**src/common/ebk_cfg.svh**
```systemverilog
`ifndef EBK_CFG_SVH
`define EBK_CFG_SVH

// register byte offsets inside the on-chip window
`define EBK_OFS_BIC 12'h000
`define EBK_OFS_RSVD 12'h004
`define EBK_OFS_IRQ 12'h008
`define EBK_OFS_PKD 12'h00C
`define EBK_OFS_DIR 12'h010
`define EBK_OFS_PULL 12'h014
`define EBK_OFS_MCTL 12'h018

// field positions
`define EBK_BIT_E_CLOCK_STRETCH_ENABLE 0
`define EBK_BIT_IRQ_EDGE_SELECT 7
`define EBK_BIT_IRQ_PIN_ENABLE 6
`define EBK_BIT_EMK 1
`define EBK_BIT_PORT_K_PULL_ENABLE 7

// reset values
`define EBK_RST_BIC 8'h01
`define EBK_RST_IRQ 8'h40
`define EBK_RST_PKD 8'h00
`define EBK_RST_DIR 8'h00
`define EBK_RST_PULL 8'h00
`define EBK_RST_MCTL 8'h00

// timing: clock period, e clock half period, chip select gap
`define EBK_CLK_NS 5
`define EBK_E_HALF_NS 10
`define EBK_E_HALF_CYC ((`EBK_E_HALF_NS) / (`EBK_CLK_NS))
`define EBK_CS_GAP_NS 5
`define EBK_CS_GAP_CYC ((`EBK_CS_GAP_NS) / (`EBK_CLK_NS))

`endif

```
**src/common/ebk_pkg.sv**
```systemverilog
package ebk_pkg;

    // operating mode, as strapped on the mode pins
    typedef enum logic [2:0] {
        ebk_md_spec_single = 3'b000,
        ebk_md_emul_narrow = 3'b001,
        ebk_md_spec_test = 3'b010,
        ebk_md_emul_wide = 3'b011,
        ebk_md_norm_single = 3'b100,
        ebk_md_norm_narrow = 3'b101,
        ebk_md_periph = 3'b110,
        ebk_md_norm_wide = 3'b111
    } ebk_mode_t;

    // register bus slave states
    typedef enum logic [1:0] {
        ebk_st_idle = 2'b00,
        ebk_st_ext = 2'b01,
        ebk_st_done = 2'b10
    } ebk_bus_st_t;

endpackage

```
**src/ebk_bus_e_clock_gen.sv**
```systemverilog
`include "ebk_cfg.svh"

module ebk_bus_e_clock_gen (
    input wire logic clk, // system clock
    input wire logic reset_n, // async reset, active low
    input wire logic stretch_en, // effective stretch enable
    input wire logic ext_busy, // external cycle in progress
    output logic bus_e_clock, // e clock pin
    output logic cs_gap // force chip selects inactive
);
    localparam logic [3:0] DIV_LAST = 4'(`EBK_E_HALF_CYC - 1);
    localparam logic [3:0] GAP_CYC = 4'(`EBK_CS_GAP_CYC);

    logic [3:0] div_q;
    logic [3:0] gap_q;
    logic e_q;
    logic e_d;
    wire free_tick = (div_q == DIV_LAST);
    wire e_fall = e_q & ~e_d;
    wire gap_skip = ext_busy & ~stretch_en;

    // e follows the external cycle when stretching, else toggles freely
    assign e_d = stretch_en ? ext_busy : (free_tick ? ~e_q : e_q);

    always_ff @(posedge clk or negedge reset_n) begin
        if (!reset_n) begin
            div_q <= 4'h0;
            e_q <= 1'b0;
        end else begin
            div_q <= (stretch_en | free_tick) ? 4'h0 : div_q + 4'h1;
            e_q <= e_d;
        end
    end

    // quarter-cycle chip select release after each falling e edge, except free-running edges during an external cycle
    always_ff @(posedge clk or negedge reset_n) begin
        if (!reset_n) begin
            gap_q <= 4'h0;
        end else if (e_fall && !gap_skip) begin
            gap_q <= GAP_CYC;
        end else if (gap_q != 4'h0) begin
            gap_q <= gap_q - 4'h1;
        end
    end

    assign bus_e_clock = e_q;
    assign cs_gap = (gap_q != 4'h0);

    a_e_free_run: assert property (@(posedge clk) disable iff (!reset_n)
        (!stretch_en && free_tick) |=> (e_q != $past(e_q)))
        else $error("e clock failed to toggle while free running");
    a_e_stretch_high: assert property (@(posedge clk) disable iff (!reset_n)
        (stretch_en && ext_busy) |=> e_q || !$past(stretch_en))
        else $error("e clock not high through stretched access");
endmodule

```
**src/ebk_irq_sense.sv**
```systemverilog
module ebk_irq_sense (
    input wire logic clk, // system clock
    input wire logic reset_n, // async reset, active low
    input wire logic irq_pin_n, // raw interrupt pin, low active
    input wire logic edge_sel, // irq_edge_select
    input wire logic pin_enable, // irq_pin_enable
    input wire logic irq_serviced, // interrupt being serviced
    output logic irq_request, // request to interrupt logic
    output logic edge_latch // falling edge latch state
);
    logic s1_q;
    logic s2_q;
    logic s3_q;
    logic latch_q;
    logic req_q;
    wire pin_fall = s3_q & ~s2_q;

    // two-stage synchroniser plus history for edge detect
    always_ff @(posedge clk or negedge reset_n) begin
        if (!reset_n) begin
            s1_q <= 1'b1;
            s2_q <= 1'b1;
            s3_q <= 1'b1;
        end else begin
            s1_q <= irq_pin_n;
            s2_q <= s1_q;
            s3_q <= s2_q;
        end
    end

    // edge latch: disabled with the pin, new edge beats service clear
    always_ff @(posedge clk or negedge reset_n) begin
        if (!reset_n) begin
            latch_q <= 1'b0;
        end else if (!pin_enable) begin
            latch_q <= 1'b0;
        end else if (edge_sel && pin_fall) begin
            latch_q <= 1'b1;
        end else if (irq_serviced) begin
            latch_q <= 1'b0;
        end
    end

    // level or edge request, gated by the pin enable
    always_ff @(posedge clk or negedge reset_n) begin
        if (!reset_n) begin
            req_q <= 1'b0;
        end else begin
            req_q <= pin_enable & (edge_sel ? latch_q : ~s2_q);
        end
    end

    assign irq_request = req_q;
    assign edge_latch = latch_q;

    a_edge_latch_set: assert property (@(posedge clk) disable iff (!reset_n)
        (pin_enable && edge_sel && pin_fall) |=> latch_q ##1 req_q || !pin_enable)
        else $error("falling edge not latched into a request");
    a_level_request: assert property (@(posedge clk) disable iff (!reset_n)
        (pin_enable && !edge_sel && !s2_q) |=> req_q)
        else $error("low level not requested");
    a_pin_disabled: assert property (@(posedge clk) disable iff (!reset_n)
        (!pin_enable) |=> !latch_q && !req_q)
        else $error("disabled pin still reaches interrupt logic");
    c_edge_request: cover property (@(posedge clk) disable iff (!reset_n)
        edge_sel && pin_fall ##1 latch_q ##1 req_q);
endmodule

```
**src/ebk_top.sv**
```systemverilog
`include "ebk_cfg.svh"

// Functional notes
// - stretch enable 0: e clock runs freely, never stretched
// - stretch enable 1: e high through external accesses, low otherwise
// - stretch enable has no effect in single-chip modes
// - stretch enable: write once in normal and emulation, anytime in special
// - expanded and peripheral: control and reserved location go off chip
// - reserved location reads zero, writes discarded
// - edge select 0: low level interrupt; 1: falling edges only
// - edge select readable anytime; write once normal/emulation, anytime special
// - edge mode latches falling edges; cleared by reset, servicing or pin enable 0
// - pin enable connects the interrupt pin; read and write anytime
// - pin enable 0 disables the edge latch
// - gpio: direction 1 drives the pin, 0 leaves it an input
// - data read returns pin for inputs, output register for outputs
// - port data goes off chip in expanded with emulate set, and always in peripheral
// - input pins pulled up when pull enable set, else floating
// - bit 7 is the emulation chip select or gpio per emulate
// - chip selects release for a quarter cycle after e falls, unless free running during an external cycle
// - bit 6 is the external chip select or gpio per emulate
// - bits 5 to 0 carry page address bits 19 to 14 in emulation
// - expanded with emulate removes port regs; always mapped single chip
// - pull enable is bit 7 of the pull register
module ebk_top
(
    input wire logic clk, // system clock
    input wire logic reset_n, // async reset, active low
    input wire logic psel, // apb select
    input wire logic penable, // apb enable
    input wire logic pwrite, // apb direction
    input wire logic [20:0] paddr, // apb byte address
    input wire logic [31:0] pwdata, // apb write data
    output logic [31:0] prdata, // apb read data
    output logic pready, // apb ready
    output logic pslverr, // apb error
    input wire logic [2:0] mode_pins, // mode straps
    input wire logic irq_pin_n, // external interrupt pin
    input wire logic irq_serviced, // interrupt service strobe
    output logic irq_request, // request to interrupt logic
    output logic ext_req, // external cycle request
    output logic ext_write, // external cycle direction
    output logic [20:0] ext_addr, // external cycle address
    output logic [7:0] ext_wdata, // external write data
    input wire logic [7:0] ext_rdata, // external read data
    input wire logic ext_ack, // external cycle acknowledge
    output logic bus_e_clock, // e clock pin
    input wire logic [7:0] pk_in, // port k pin levels
    output logic [7:0] pk_out, // port k pin drive values
    output logic [7:0] pk_oe, // port k output enables
    output logic [7:0] pk_pull // port k pull-up enables
);
    import ebk_pkg::*;

    ebk_bus_st_t st_q;
    ebk_mode_t mode_q;
    logic [2:0] msync1_q;
    logic [2:0] msync2_q;
    logic [2:0] mode_cap_q;
    logic [7:0] pks1_q;
    logic [7:0] pks2_q;
    logic ack1_q;
    logic ack2_q;
    logic ack3_q;
    logic e_clock_stretch_enable_q;
    logic bic_once_q;
    logic irq_edge_select_q;
    logic irq_pin_enable_q;
    logic irq_edge_select_once_q;
    logic [7:0] pkd_q;
    logic [7:0] dir_q;
    logic port_k_pull_enable_q;
    logic emk_q;
    logic emk_once_q;
    logic [7:0] rdata_q;
    logic err_q;
    logic loc_q;
    logic ext_mem_q;
    logic [5:0] page_q;
    logic [20:0] ext_addr_q;
    logic [7:0] ext_wdata_q;
    logic ext_write_q;
    logic cs_gap;
    logic edge_latch;

    // mode class decode
    wire single = (mode_q == ebk_md_spec_single) | (mode_q == ebk_md_norm_single);
    wire periph = (mode_q == ebk_md_periph);
    wire special = (mode_q == ebk_md_spec_single) | (mode_q == ebk_md_spec_test) | periph;
    wire emul = (mode_q == ebk_md_emul_narrow) | (mode_q == ebk_md_emul_wide);
    wire normal = ~special & ~emul;
    wire expanded = ~single & ~periph;

    // address decode: upper half is external memory, low page holds registers
    wire [11:0] ofs = paddr[11:0];
    wire reg_page = ~paddr[20] & (paddr[19:12] == 8'h00);
    wire ofs_bic = reg_page & (ofs == `EBK_OFS_BIC);
    wire ofs_rsvd = reg_page & (ofs == `EBK_OFS_RSVD);
    wire ofs_irq = reg_page & (ofs == `EBK_OFS_IRQ);
    wire ofs_pkd = reg_page & (ofs == `EBK_OFS_PKD);
    wire ofs_dir = reg_page & (ofs == `EBK_OFS_DIR);
    wire ofs_pull = reg_page & (ofs == `EBK_OFS_PULL);
    wire ofs_mctl = reg_page & (ofs == `EBK_OFS_MCTL);

    // on-chip map depends on mode and emulate
    wire bic_mapped = single;
    wire pk_mapped = single | (expanded & ~emk_q);
    wire hit_bic = ofs_bic & bic_mapped;
    wire hit_rsvd = ofs_rsvd & bic_mapped;
    wire hit_pkd = ofs_pkd & pk_mapped;
    wire hit_dir = ofs_dir & pk_mapped;
    wire hit_local = hit_bic | hit_rsvd | ofs_irq | hit_pkd | hit_dir | ofs_pull | ofs_mctl;
    wire known_reg = ofs_bic | ofs_rsvd | ofs_pkd | ofs_dir;
    wire hit_echo = paddr[20] | (known_reg & ~hit_local);

    // apb phases
    wire access = psel & penable;
    wire start = access & (st_q == ebk_st_idle);
    wire ack_rise = ack2_q & ~ack3_q;
    wire commit = access & pready & pwrite & loc_q;

    // read value of port k: pin for inputs, register for outputs
    wire [7:0] pkd_rd = (dir_q & pkd_q) | (~dir_q & pks2_q);
    wire [7:0] bic_rd = {7'h00, e_clock_stretch_enable_q} << `EBK_BIT_E_CLOCK_STRETCH_ENABLE;
    wire [7:0] irq_rd = ({7'h00, irq_edge_select_q} << `EBK_BIT_IRQ_EDGE_SELECT) | ({7'h00, irq_pin_enable_q} << `EBK_BIT_IRQ_PIN_ENABLE);
    wire [7:0] pull_rd = {7'h00, port_k_pull_enable_q} << `EBK_BIT_PORT_K_PULL_ENABLE;
    wire [7:0] mctl_rd = {7'h00, emk_q} << `EBK_BIT_EMK;
    wire [7:0] rd_mux = hit_bic ? bic_rd :
                        ofs_irq ? irq_rd :
                        hit_pkd ? pkd_rd :
                        hit_dir ? dir_q :
                        ofs_pull ? pull_rd :
                        ofs_mctl ? mctl_rd : 8'h00;

    // write permissions
    wire bic_ok = special | ~bic_once_q;
    wire irq_edge_select_ok = special | ~irq_edge_select_once_q;
    wire emk_ok = special | (normal & ~emk_once_q);
    wire wr_bic = commit & hit_bic;
    wire wr_irq = commit & ofs_irq;
    wire wr_pkd = commit & hit_pkd;
    wire wr_dir = commit & hit_dir;
    wire wr_pull = commit & ofs_pull;
    wire wr_mctl = commit & ofs_mctl;

    // port k function selection
    wire emul_use = emk_q & expanded;
    wire stretch_eff = e_clock_stretch_enable_q & ~single;
    wire cs_busy = (st_q == ebk_st_ext);
    wire ecs_n = ~(cs_busy & ~ext_mem_q) | cs_gap;
    wire xcs_n = ~(cs_busy & ext_mem_q) | cs_gap;

    // mode straps synchronised, captured once the synchroniser has refilled
    always_ff @(posedge clk or negedge reset_n) begin
        if (!reset_n) begin
            msync1_q <= 3'h0;
            msync2_q <= 3'h0;
            mode_cap_q <= 3'h0;
            mode_q <= ebk_md_norm_single;
        end else begin
            msync1_q <= mode_pins;
            msync2_q <= msync1_q;
            mode_cap_q <= {mode_cap_q[1:0], 1'b1};
            if (mode_cap_q == 3'h3) begin
                mode_q <= ebk_mode_t'(msync2_q);
            end
        end
    end

    // pin and acknowledge synchronisers
    always_ff @(posedge clk or negedge reset_n) begin
        if (!reset_n) begin
            pks1_q <= 8'h00;
            pks2_q <= 8'h00;
            ack1_q <= 1'b0;
            ack2_q <= 1'b0;
            ack3_q <= 1'b0;
        end else begin
            pks1_q <= pk_in;
            pks2_q <= pks1_q;
            ack1_q <= ext_ack;
            ack2_q <= ack1_q;
            ack3_q <= ack2_q;
        end
    end

    // apb slave sequencer: local answer in one cycle, echo waits for ack
    always_ff @(posedge clk or negedge reset_n) begin
        if (!reset_n) begin
            st_q <= ebk_st_idle;
            rdata_q <= 8'h00;
            err_q <= 1'b0;
            loc_q <= 1'b0;
        end else begin
            unique case (st_q)
                ebk_st_idle: begin
                    if (start) begin
                        st_q <= hit_echo ? ebk_st_ext : ebk_st_done;
                        rdata_q <= rd_mux;
                        loc_q <= hit_local;
                        err_q <= ~hit_local & ~hit_echo;
                    end
                end
                ebk_st_ext: begin
                    if (ack_rise) begin
                        st_q <= ebk_st_done;
                        rdata_q <= ext_rdata;
                    end
                end
                ebk_st_done: begin
                    st_q <= ebk_st_idle;
                end
                default: begin
                    st_q <= ebk_st_idle;
                end
            endcase
        end
    end

    // external cycle address, data and page capture
    always_ff @(posedge clk or negedge reset_n) begin
        if (!reset_n) begin
            ext_addr_q <= 21'h00_0000;
            ext_wdata_q <= 8'h00;
            ext_write_q <= 1'b0;
            ext_mem_q <= 1'b0;
            page_q <= 6'h00;
        end else if (start && hit_echo) begin
            ext_addr_q <= paddr;
            ext_wdata_q <= pwdata[7:0];
            ext_write_q <= pwrite;
            ext_mem_q <= paddr[20];
            if (paddr[20]) begin
                page_q <= paddr[19:14];
            end
        end
    end

    // bus interface control: stretch enable with write-once guard
    always_ff @(posedge clk or negedge reset_n) begin
        if (!reset_n) begin
            e_clock_stretch_enable_q <= 1'(`EBK_RST_BIC >> `EBK_BIT_E_CLOCK_STRETCH_ENABLE);
            bic_once_q <= 1'b0;
        end else if (wr_bic) begin
            bic_once_q <= 1'b1;
            if (bic_ok) begin
                e_clock_stretch_enable_q <= pwdata[`EBK_BIT_E_CLOCK_STRETCH_ENABLE];
            end
        end
    end

    // interrupt control: edge select once, pin enable anytime
    always_ff @(posedge clk or negedge reset_n) begin
        if (!reset_n) begin
            irq_edge_select_q <= 1'(`EBK_RST_IRQ >> `EBK_BIT_IRQ_EDGE_SELECT);
            irq_pin_enable_q <= 1'(`EBK_RST_IRQ >> `EBK_BIT_IRQ_PIN_ENABLE);
            irq_edge_select_once_q <= 1'b0;
        end else if (wr_irq) begin
            irq_edge_select_once_q <= 1'b1;
            irq_pin_enable_q <= pwdata[`EBK_BIT_IRQ_PIN_ENABLE];
            if (irq_edge_select_ok) begin
                irq_edge_select_q <= pwdata[`EBK_BIT_IRQ_EDGE_SELECT];
            end
        end
    end

    // port k data, direction and pull enable
    always_ff @(posedge clk or negedge reset_n) begin
        if (!reset_n) begin
            pkd_q <= `EBK_RST_PKD;
            dir_q <= `EBK_RST_DIR;
            port_k_pull_enable_q <= 1'(`EBK_RST_PULL >> `EBK_BIT_PORT_K_PULL_ENABLE);
        end else begin
            if (wr_pkd) begin
                pkd_q <= pwdata[7:0];
            end
            if (wr_dir) begin
                dir_q <= pwdata[7:0];
            end
            if (wr_pull) begin
                port_k_pull_enable_q <= pwdata[`EBK_BIT_PORT_K_PULL_ENABLE];
            end
        end
    end

    // emulate port k: special anytime, normal once, emulation never
    always_ff @(posedge clk or negedge reset_n) begin
        if (!reset_n) begin
            emk_q <= 1'(`EBK_RST_MCTL >> `EBK_BIT_EMK);
            emk_once_q <= 1'b0;
        end else if (wr_mctl) begin
            emk_once_q <= 1'b1;
            if (emk_ok) begin
                emk_q <= pwdata[`EBK_BIT_EMK];
            end
        end
    end

    ebk_bus_e_clock_gen u_bus_e_clock (
        .clk(clk),
        .reset_n(reset_n),
        .stretch_en(stretch_eff),
        .ext_busy(cs_busy),
        .bus_e_clock(bus_e_clock),
        .cs_gap(cs_gap)
    );
    ebk_irq_sense u_irq (
        .clk(clk),
        .reset_n(reset_n),
        .irq_pin_n(irq_pin_n),
        .edge_sel(irq_edge_select_q),
        .pin_enable(irq_pin_enable_q),
        .irq_serviced(irq_serviced),
        .irq_request(irq_request),
        .edge_latch(edge_latch)
    );
    // bus answers and external cycle pins
    assign pready = (st_q == ebk_st_done);
    assign pslverr = pready & err_q;
    assign prdata = {24'h00_0000, rdata_q};
    assign ext_req = cs_busy;
    assign ext_addr = ext_addr_q;
    assign ext_wdata = ext_wdata_q;
    assign ext_write = ext_write_q;

    // port k pins: chip selects and page in emulation, else gpio
    assign pk_out = emul_use ? {ecs_n, xcs_n, page_q} : pkd_q;
    assign pk_oe = emul_use ? 8'hFF : dir_q;
    assign pk_pull = (emul_use | ~port_k_pull_enable_q) ? 8'h00 : ~dir_q;
    a_e_clock_stretch_enable_write_once: assert property (@(posedge clk) disable iff (!reset_n)
        (wr_bic && !special && bic_once_q) |=> $stable(e_clock_stretch_enable_q))
        else $error("second stretch write took effect outside special mode");
    a_irq_edge_select_write_once: assert property (@(posedge clk) disable iff (!reset_n)
        (wr_irq && !special && irq_edge_select_once_q) |=> $stable(irq_edge_select_q))
        else $error("second edge select write took effect outside special mode");
    a_rsvd_read_zero: assert property (@(posedge clk) disable iff (!reset_n)
        (start && hit_rsvd) |=> pready && prdata == 32'h0000_0000)
        else $error("reserved location read nonzero");
    a_pkd_read_mux: assert property (@(posedge clk) disable iff (!reset_n)
        (start && hit_pkd && !pwrite) |=> prdata[7:0] == $past(pkd_rd))
        else $error("port data read mux wrong");
    a_ctrl_echo_off: assert property (@(posedge clk) disable iff (!reset_n)
        (start && ofs_bic && !single) |=> ext_req && !pready)
        else $error("control register not echoed off chip");
    a_pk_echo_off: assert property (@(posedge clk) disable iff (!reset_n)
        (start && ofs_pkd && expanded && emk_q) |=> ext_req)
        else $error("port data not echoed with emulate set");
    a_pk_single_map: assert property (@(posedge clk) disable iff (!reset_n)
        (start && (ofs_pkd || ofs_dir) && single) |=> pready && !ext_req)
        else $error("port registers unmapped in single chip mode");
    a_gpio_dir_drive: assert property (@(posedge clk) disable iff (!reset_n)
        !emul_use |-> pk_oe == dir_q && pk_out == pkd_q)
        else $error("gpio drive does not follow direction");
    a_pull_inputs: assert property (@(posedge clk) disable iff (!reset_n)
        (!emul_use && port_k_pull_enable_q) |-> pk_pull == ~dir_q)
        else $error("input pull-ups not applied");
    a_stretch_single: assert property (@(posedge clk) disable iff (!reset_n)
        single |-> !stretch_eff)
        else $error("stretch active in single chip mode");
    a_cs_gap_high: assert property (@(posedge clk) disable iff (!reset_n)
        (emul_use && cs_gap) |-> pk_out[7:6] == 2'h3)
        else $error("chip select asserted during release gap");
    a_echo_answer: assert property (@(posedge clk) disable iff (!reset_n)
        (cs_busy && ack_rise) |=> pready ##1 !pready)
        else $error("echoed access not answered after ack");
    c_ext_access: cover property (@(posedge clk) disable iff (!reset_n)
        start && hit_echo ##[1:20] pready);
    c_local_write: cover property (@(posedge clk) disable iff (!reset_n)
        wr_pkd ##1 dir_q != 8'h00);
    c_stretch_cycle: cover property (@(posedge clk) disable iff (!reset_n)
        stretch_eff && cs_busy && bus_e_clock);
endmodule

```
**config.mk**
```make
export PLATFORM = sky130hd
export DESIGN_NAME = ebk_top
export DESIGN_NICKNAME = d
export VERILOG_FILES = /design/src/common/ebk_pkg.sv /design/src/ebk_bus_e_clock_gen.sv /design/src/ebk_irq_sense.sv /design/src/ebk_top.sv
export VERILOG_INCLUDE_DIRS = /design/src /design/src/common
export SDC_FILE = /design/constraint.sdc
export NUM_CORES = 1
export LEC_CHECK = 0
export BUFFER_PORTS_ARGS = -buffer_cell sky130_fd_sc_hd__buf_2
export CAP_MARGIN = 20
export CELL_PAD_IN_SITES_DETAIL_PLACEMENT = 1
export CELL_PAD_IN_SITES_GLOBAL_PLACEMENT = 1
export CORE_AREA = 3 3 143 110
export CTS_CLUSTER_DIAMETER = 120
export CTS_CLUSTER_SIZE = 30
export DETAILED_ROUTE_END_ITERATION = 10
export DIE_AREA = 0 0 146 113
export PLACE_DENSITY_LB_ADDON = 0.1
export SKIP_CTS_REPAIR_TIMING = 1
export SYNTH_ARGS = -nofsm -noshare
export SYNTH_HDL_FRONTEND = slang
export SYNTH_SLANG_ARGS = --single-unit
```
**constraint.sdc**
```tcl
create_clock -name clk -period 2.7 [get_ports clk]
set_clock_uncertainty 0.2 [all_clocks]
set_input_delay 0.54 -clock clk [delete_from_list [all_inputs] [get_ports clk]]
set_output_delay 0.54 -clock clk [all_outputs]
set_load 0.01 [all_outputs]
```
==> summary.txt <==
GRT
  • Vias in the first global route: between 5000 and 6000
  • Congestion Overflow GR: 0
  • Total Routing Usage GR: between 20% and 30%
  • Pin count of the biggest net entering global routing: between 50 and 60
  • First-pass GRT wire length: around 27000 um
  • Initial antenna violation count: 0

Floorplan
  • Die ar.: about 16000 um^2
  • CORE AREA: between 10000 and 15000 um^2
  • Starting Density: between 30% and 40%
  • Num rows: 38
  • Die Ht: about 110 um
  • Die Span X: around 150 um
  • Io pins: approximately 170

Setup path
  • CP Depth: 7
  • Worst EP arrival: 2.01 ns
  • R2R setup slack: about 0.21 ns
  • WP buf/inv: 3
  • Crit path capture type: output port
  • Critical path, cell by cell: nor2b_1, o21ai_2, buf_6, buf_6, nor2b_1, a21oi_2, buf_2
  • Worst reg2reg endpoint: dir_q[4]
  • Critical Path Slowest Stage Cell: dfstp_2
  • Max stage delay on crit path: roughly 0.55 ns
  • Worst EP required: slightly below 2 ns
  • Reg2Reg Depth: 8
  • Critical path endpoint: pk_out[6]
  • Critical path's top delay family: flip-flops
  • Worst Path Max Fanout: 11
  • Setup Crit Path Kind: flop to output port
  • Crit path launch type: flop
  • Worst r2r src: mode_q[2]
  • Crit. Startpoint: mode_q[2]

Timing
  • Endpoints failing hold: 0
  • Fmax: roughly 360 MHz
  • Period minus WS final: around 2.8 ns
  • Total negative slack: -0.07658 ns
  • Period utilisation layout: 101.9%
  • Worst Tran Pin Value: around 0.65 ns
  • Final setup margin: -0.05264 ns
  • Unrepaired setup endpoints after global routing: true
  • Slew Limit Headroom: between 50 and 60%
  • Fin. max-slew vios: 0
  • Final setup fails: 2
  • Min Hold Slack: 0.01594 ns

Finish
  • Nets@finish: approximately 810
  • Finished Layout Cells: roughly 940
  • Commonest non-fill, non-tap cell in the layout: buf_2
  • Fin util: 51.23%
  • Footprint of the multi-input gates: 2432 um^2
  • Register area: a little under 3000 um^2
  • Filler instances: ~1700
  • Most frequent cells in the layout: buf_2 (120), dfrtp_1 (110), nand2_1 (54)
  • Share of layout cells above drive strength 1: around 36%
  • Area delta synth->final: 31.44%
  • N_diodes: 0

Power
  • Worst vdd ir: roughly 350 uV
  • Pleak: between 0.003 and 0.004 uW
  • Pwr/cell area: 719.0 nW/um^2

Clock network
  • Longest Clk Path Bufs: 2
  • CTS tree: yes
  • Clock Root Buffer: clkbuf_16
  • H-tree Lvls: 4
  • Clock slew at reported path FFs: ~0.050 ns
  • Worst skew pair latency: between 0.4 and 0.5 ns
  • Num CTS Buffers: 17
  • Clk sinks: 117

Logic synthesis
  • Synthesized area: 5615 um^2
  • Yosys top cell by area: dfrtp_1
  • Top FF cell, synth: dfrtp_1
  • Fraction of registers with async set/reset: 100.0%
  • Share of the synthesized area in the top cell type: between 40% and 50%
  • Seq/Total Area, Yosys: 52.27%
  • Syn Area/Cell: ~10 um^2
  • Cells after Synth: 565
  • Synth cell types: 57
  • Yosys reg bits: ~120
  • Leading post-synthesis cells by cell area: dfrtp_1 (49%), mux2_2 (6.2%), nand2_1 (3.7%), buf_4 (3.3%), nor2_1 (3.1%)
  • YS warnings: 0
  • Post-synth EDFFs: 0

Route
  • DRC Markers: 0
  • Post-detailed-routing wire length: roughly 18000 um
  • First-pass detailed-route iteration total: 5
  • Post-route ant nets: 0
  • Drt wl/cell: 18.62 um
  • Via Count: 4836
  • Iter 0 DRT Violations: between 300 and 400
  • Vias per inst: approximately 5.1

Place
  • Placed insts: 901
  • GPL Wtd Cong: around 0.85
  • Hpwl dp: 12490 um
  • I/O Buffers: ~120

Worst hold path
  • Class of the worst hold path: input port to flop

Job
  • Max cap viols: 0

Outcome
  • Status: complete, but fails checks
  • Failing checks: setup timing
## cell families (layout without fill, tap and decap cells)
family	after synthesis	in the layout	synth area share, %
xor gates and xnor gates	6	6	0.9358
and+or+nand+nor	202	203	18.43
buffers and inverters	88	240	7.598
other	2	25	0.1337
muxes	34	34	6.774
adders and majority gates	4	4	0.8913
DFF	117	117	52.27
AOI/OAI and AO/OA	112	112	12.97
## final cells by class
cell class / count / area share, %
clock buffers: 29 / 7.052
flip-flops and latches: 117 / 39.79
multi-input cells: 384 / 32.95
inverters: 33 / 1.678
repair buffers: 175 / 14.60
clock inverters: 3 / 0.5425
well taps: 200 / 3.390
## routing by layer
layer	up-vias	global-route usage, %	share of wire (%)
li1	2253	-	-
met1	2428	29.25	46
met2	142	33.11	46
met3	13	6.765	6.1
met4	0	5.702	1.0
met5	-	0	0
## flip-flops by register name, summed over array words and instances (netlist names), 4 cells and up
signal	cells
u_bus_e_clock.div_q	4
pkd_q	8
ext_wdata	8
rdata_q	8
page_q	6
ext_addr	20
u_bus_e_clock.gap_q	4
pks1_q	8
pks2_q	8
dir_q	8
## stage by stage
step	cell area [um^2]	total power [uW]	setup WS, ns
after floorplan	5719	2685	0.005377
after global placement	6683	3046	-0.2797
after detailed placement	6683	3102	-0.4514
after CTS	7243	5280	-0.2793
after global routing	7381	5602	-0.1281
final	7381	5307	-0.05264
## worst min-delay path by stage
stage                         start                endpoint  slack, ns  cells after the start
final                     irq_pin_n              u_irq.s1_q       0.02                      1
after detailed placement  pks1_q[1]               pks2_q[1]       0.14                      0
after global placement    pks1_q[2]               pks2_q[2]       0.13                      0
after CTS                   reset_n  u_bus_e_clock.gap_q[2]      -0.05                      1
after floorplan             reset_n                  ack1_q       0.04                      0
after global routing       pk_in[0]               pks1_q[0]      0.003                      1
## where the power goes
group | total (uW) | leakage, uW | switching [uW] | internal (uW)
Sequential | 2140 | 0.00138 | 163 | 1980
Clock | 2150 | 0.000276 | 770 | 1390
Combinational | 1010 | 0.00191 | 565 | 449
Total | 5310 | 0.00357 | 1500 | 3810
## synthesized netlist by cell type, types with 2 or more instances
cell,count
nor4_1,8
o21a_1,3
dfstp_2,6
nand2b_1,23
o311ai_0,9
o32ai_1,4
mux2i_1,2
o22ai_1,3
nand3_1,8
nand2_1,56
dfrtp_1,111
buf_4,25
mux2_2,31
o311ai_1,9
o21ai_0,30
nor2b_1,7
and2_1,4
nor4_4,2
nor2_1,46
a221oi_1,2
clkbuf_1,27
a31oi_1,15
nand3b_1,4
or2_2,3
conb_1,2
or3_1,2
nand2_2,2
o31ai_1,4
inv_1,32
nor3_1,8
nand4_1,13
and3_1,11
xnor2_1,5
a21oi_1,21
a31o_2,2
ha_1,4
## worst reg2reg max path: stages (launching register included)
cell and delay (ns):
dfstp_2 0.38, buf_4 0.13, nor2b_1 0.12, o22ai_1 0.39, buf_4 0.20, nand3b_1 0.18, nor4_4 0.25, buf_12 0.18
mux2_2 0.34
(Power assumes the default switching activity.)
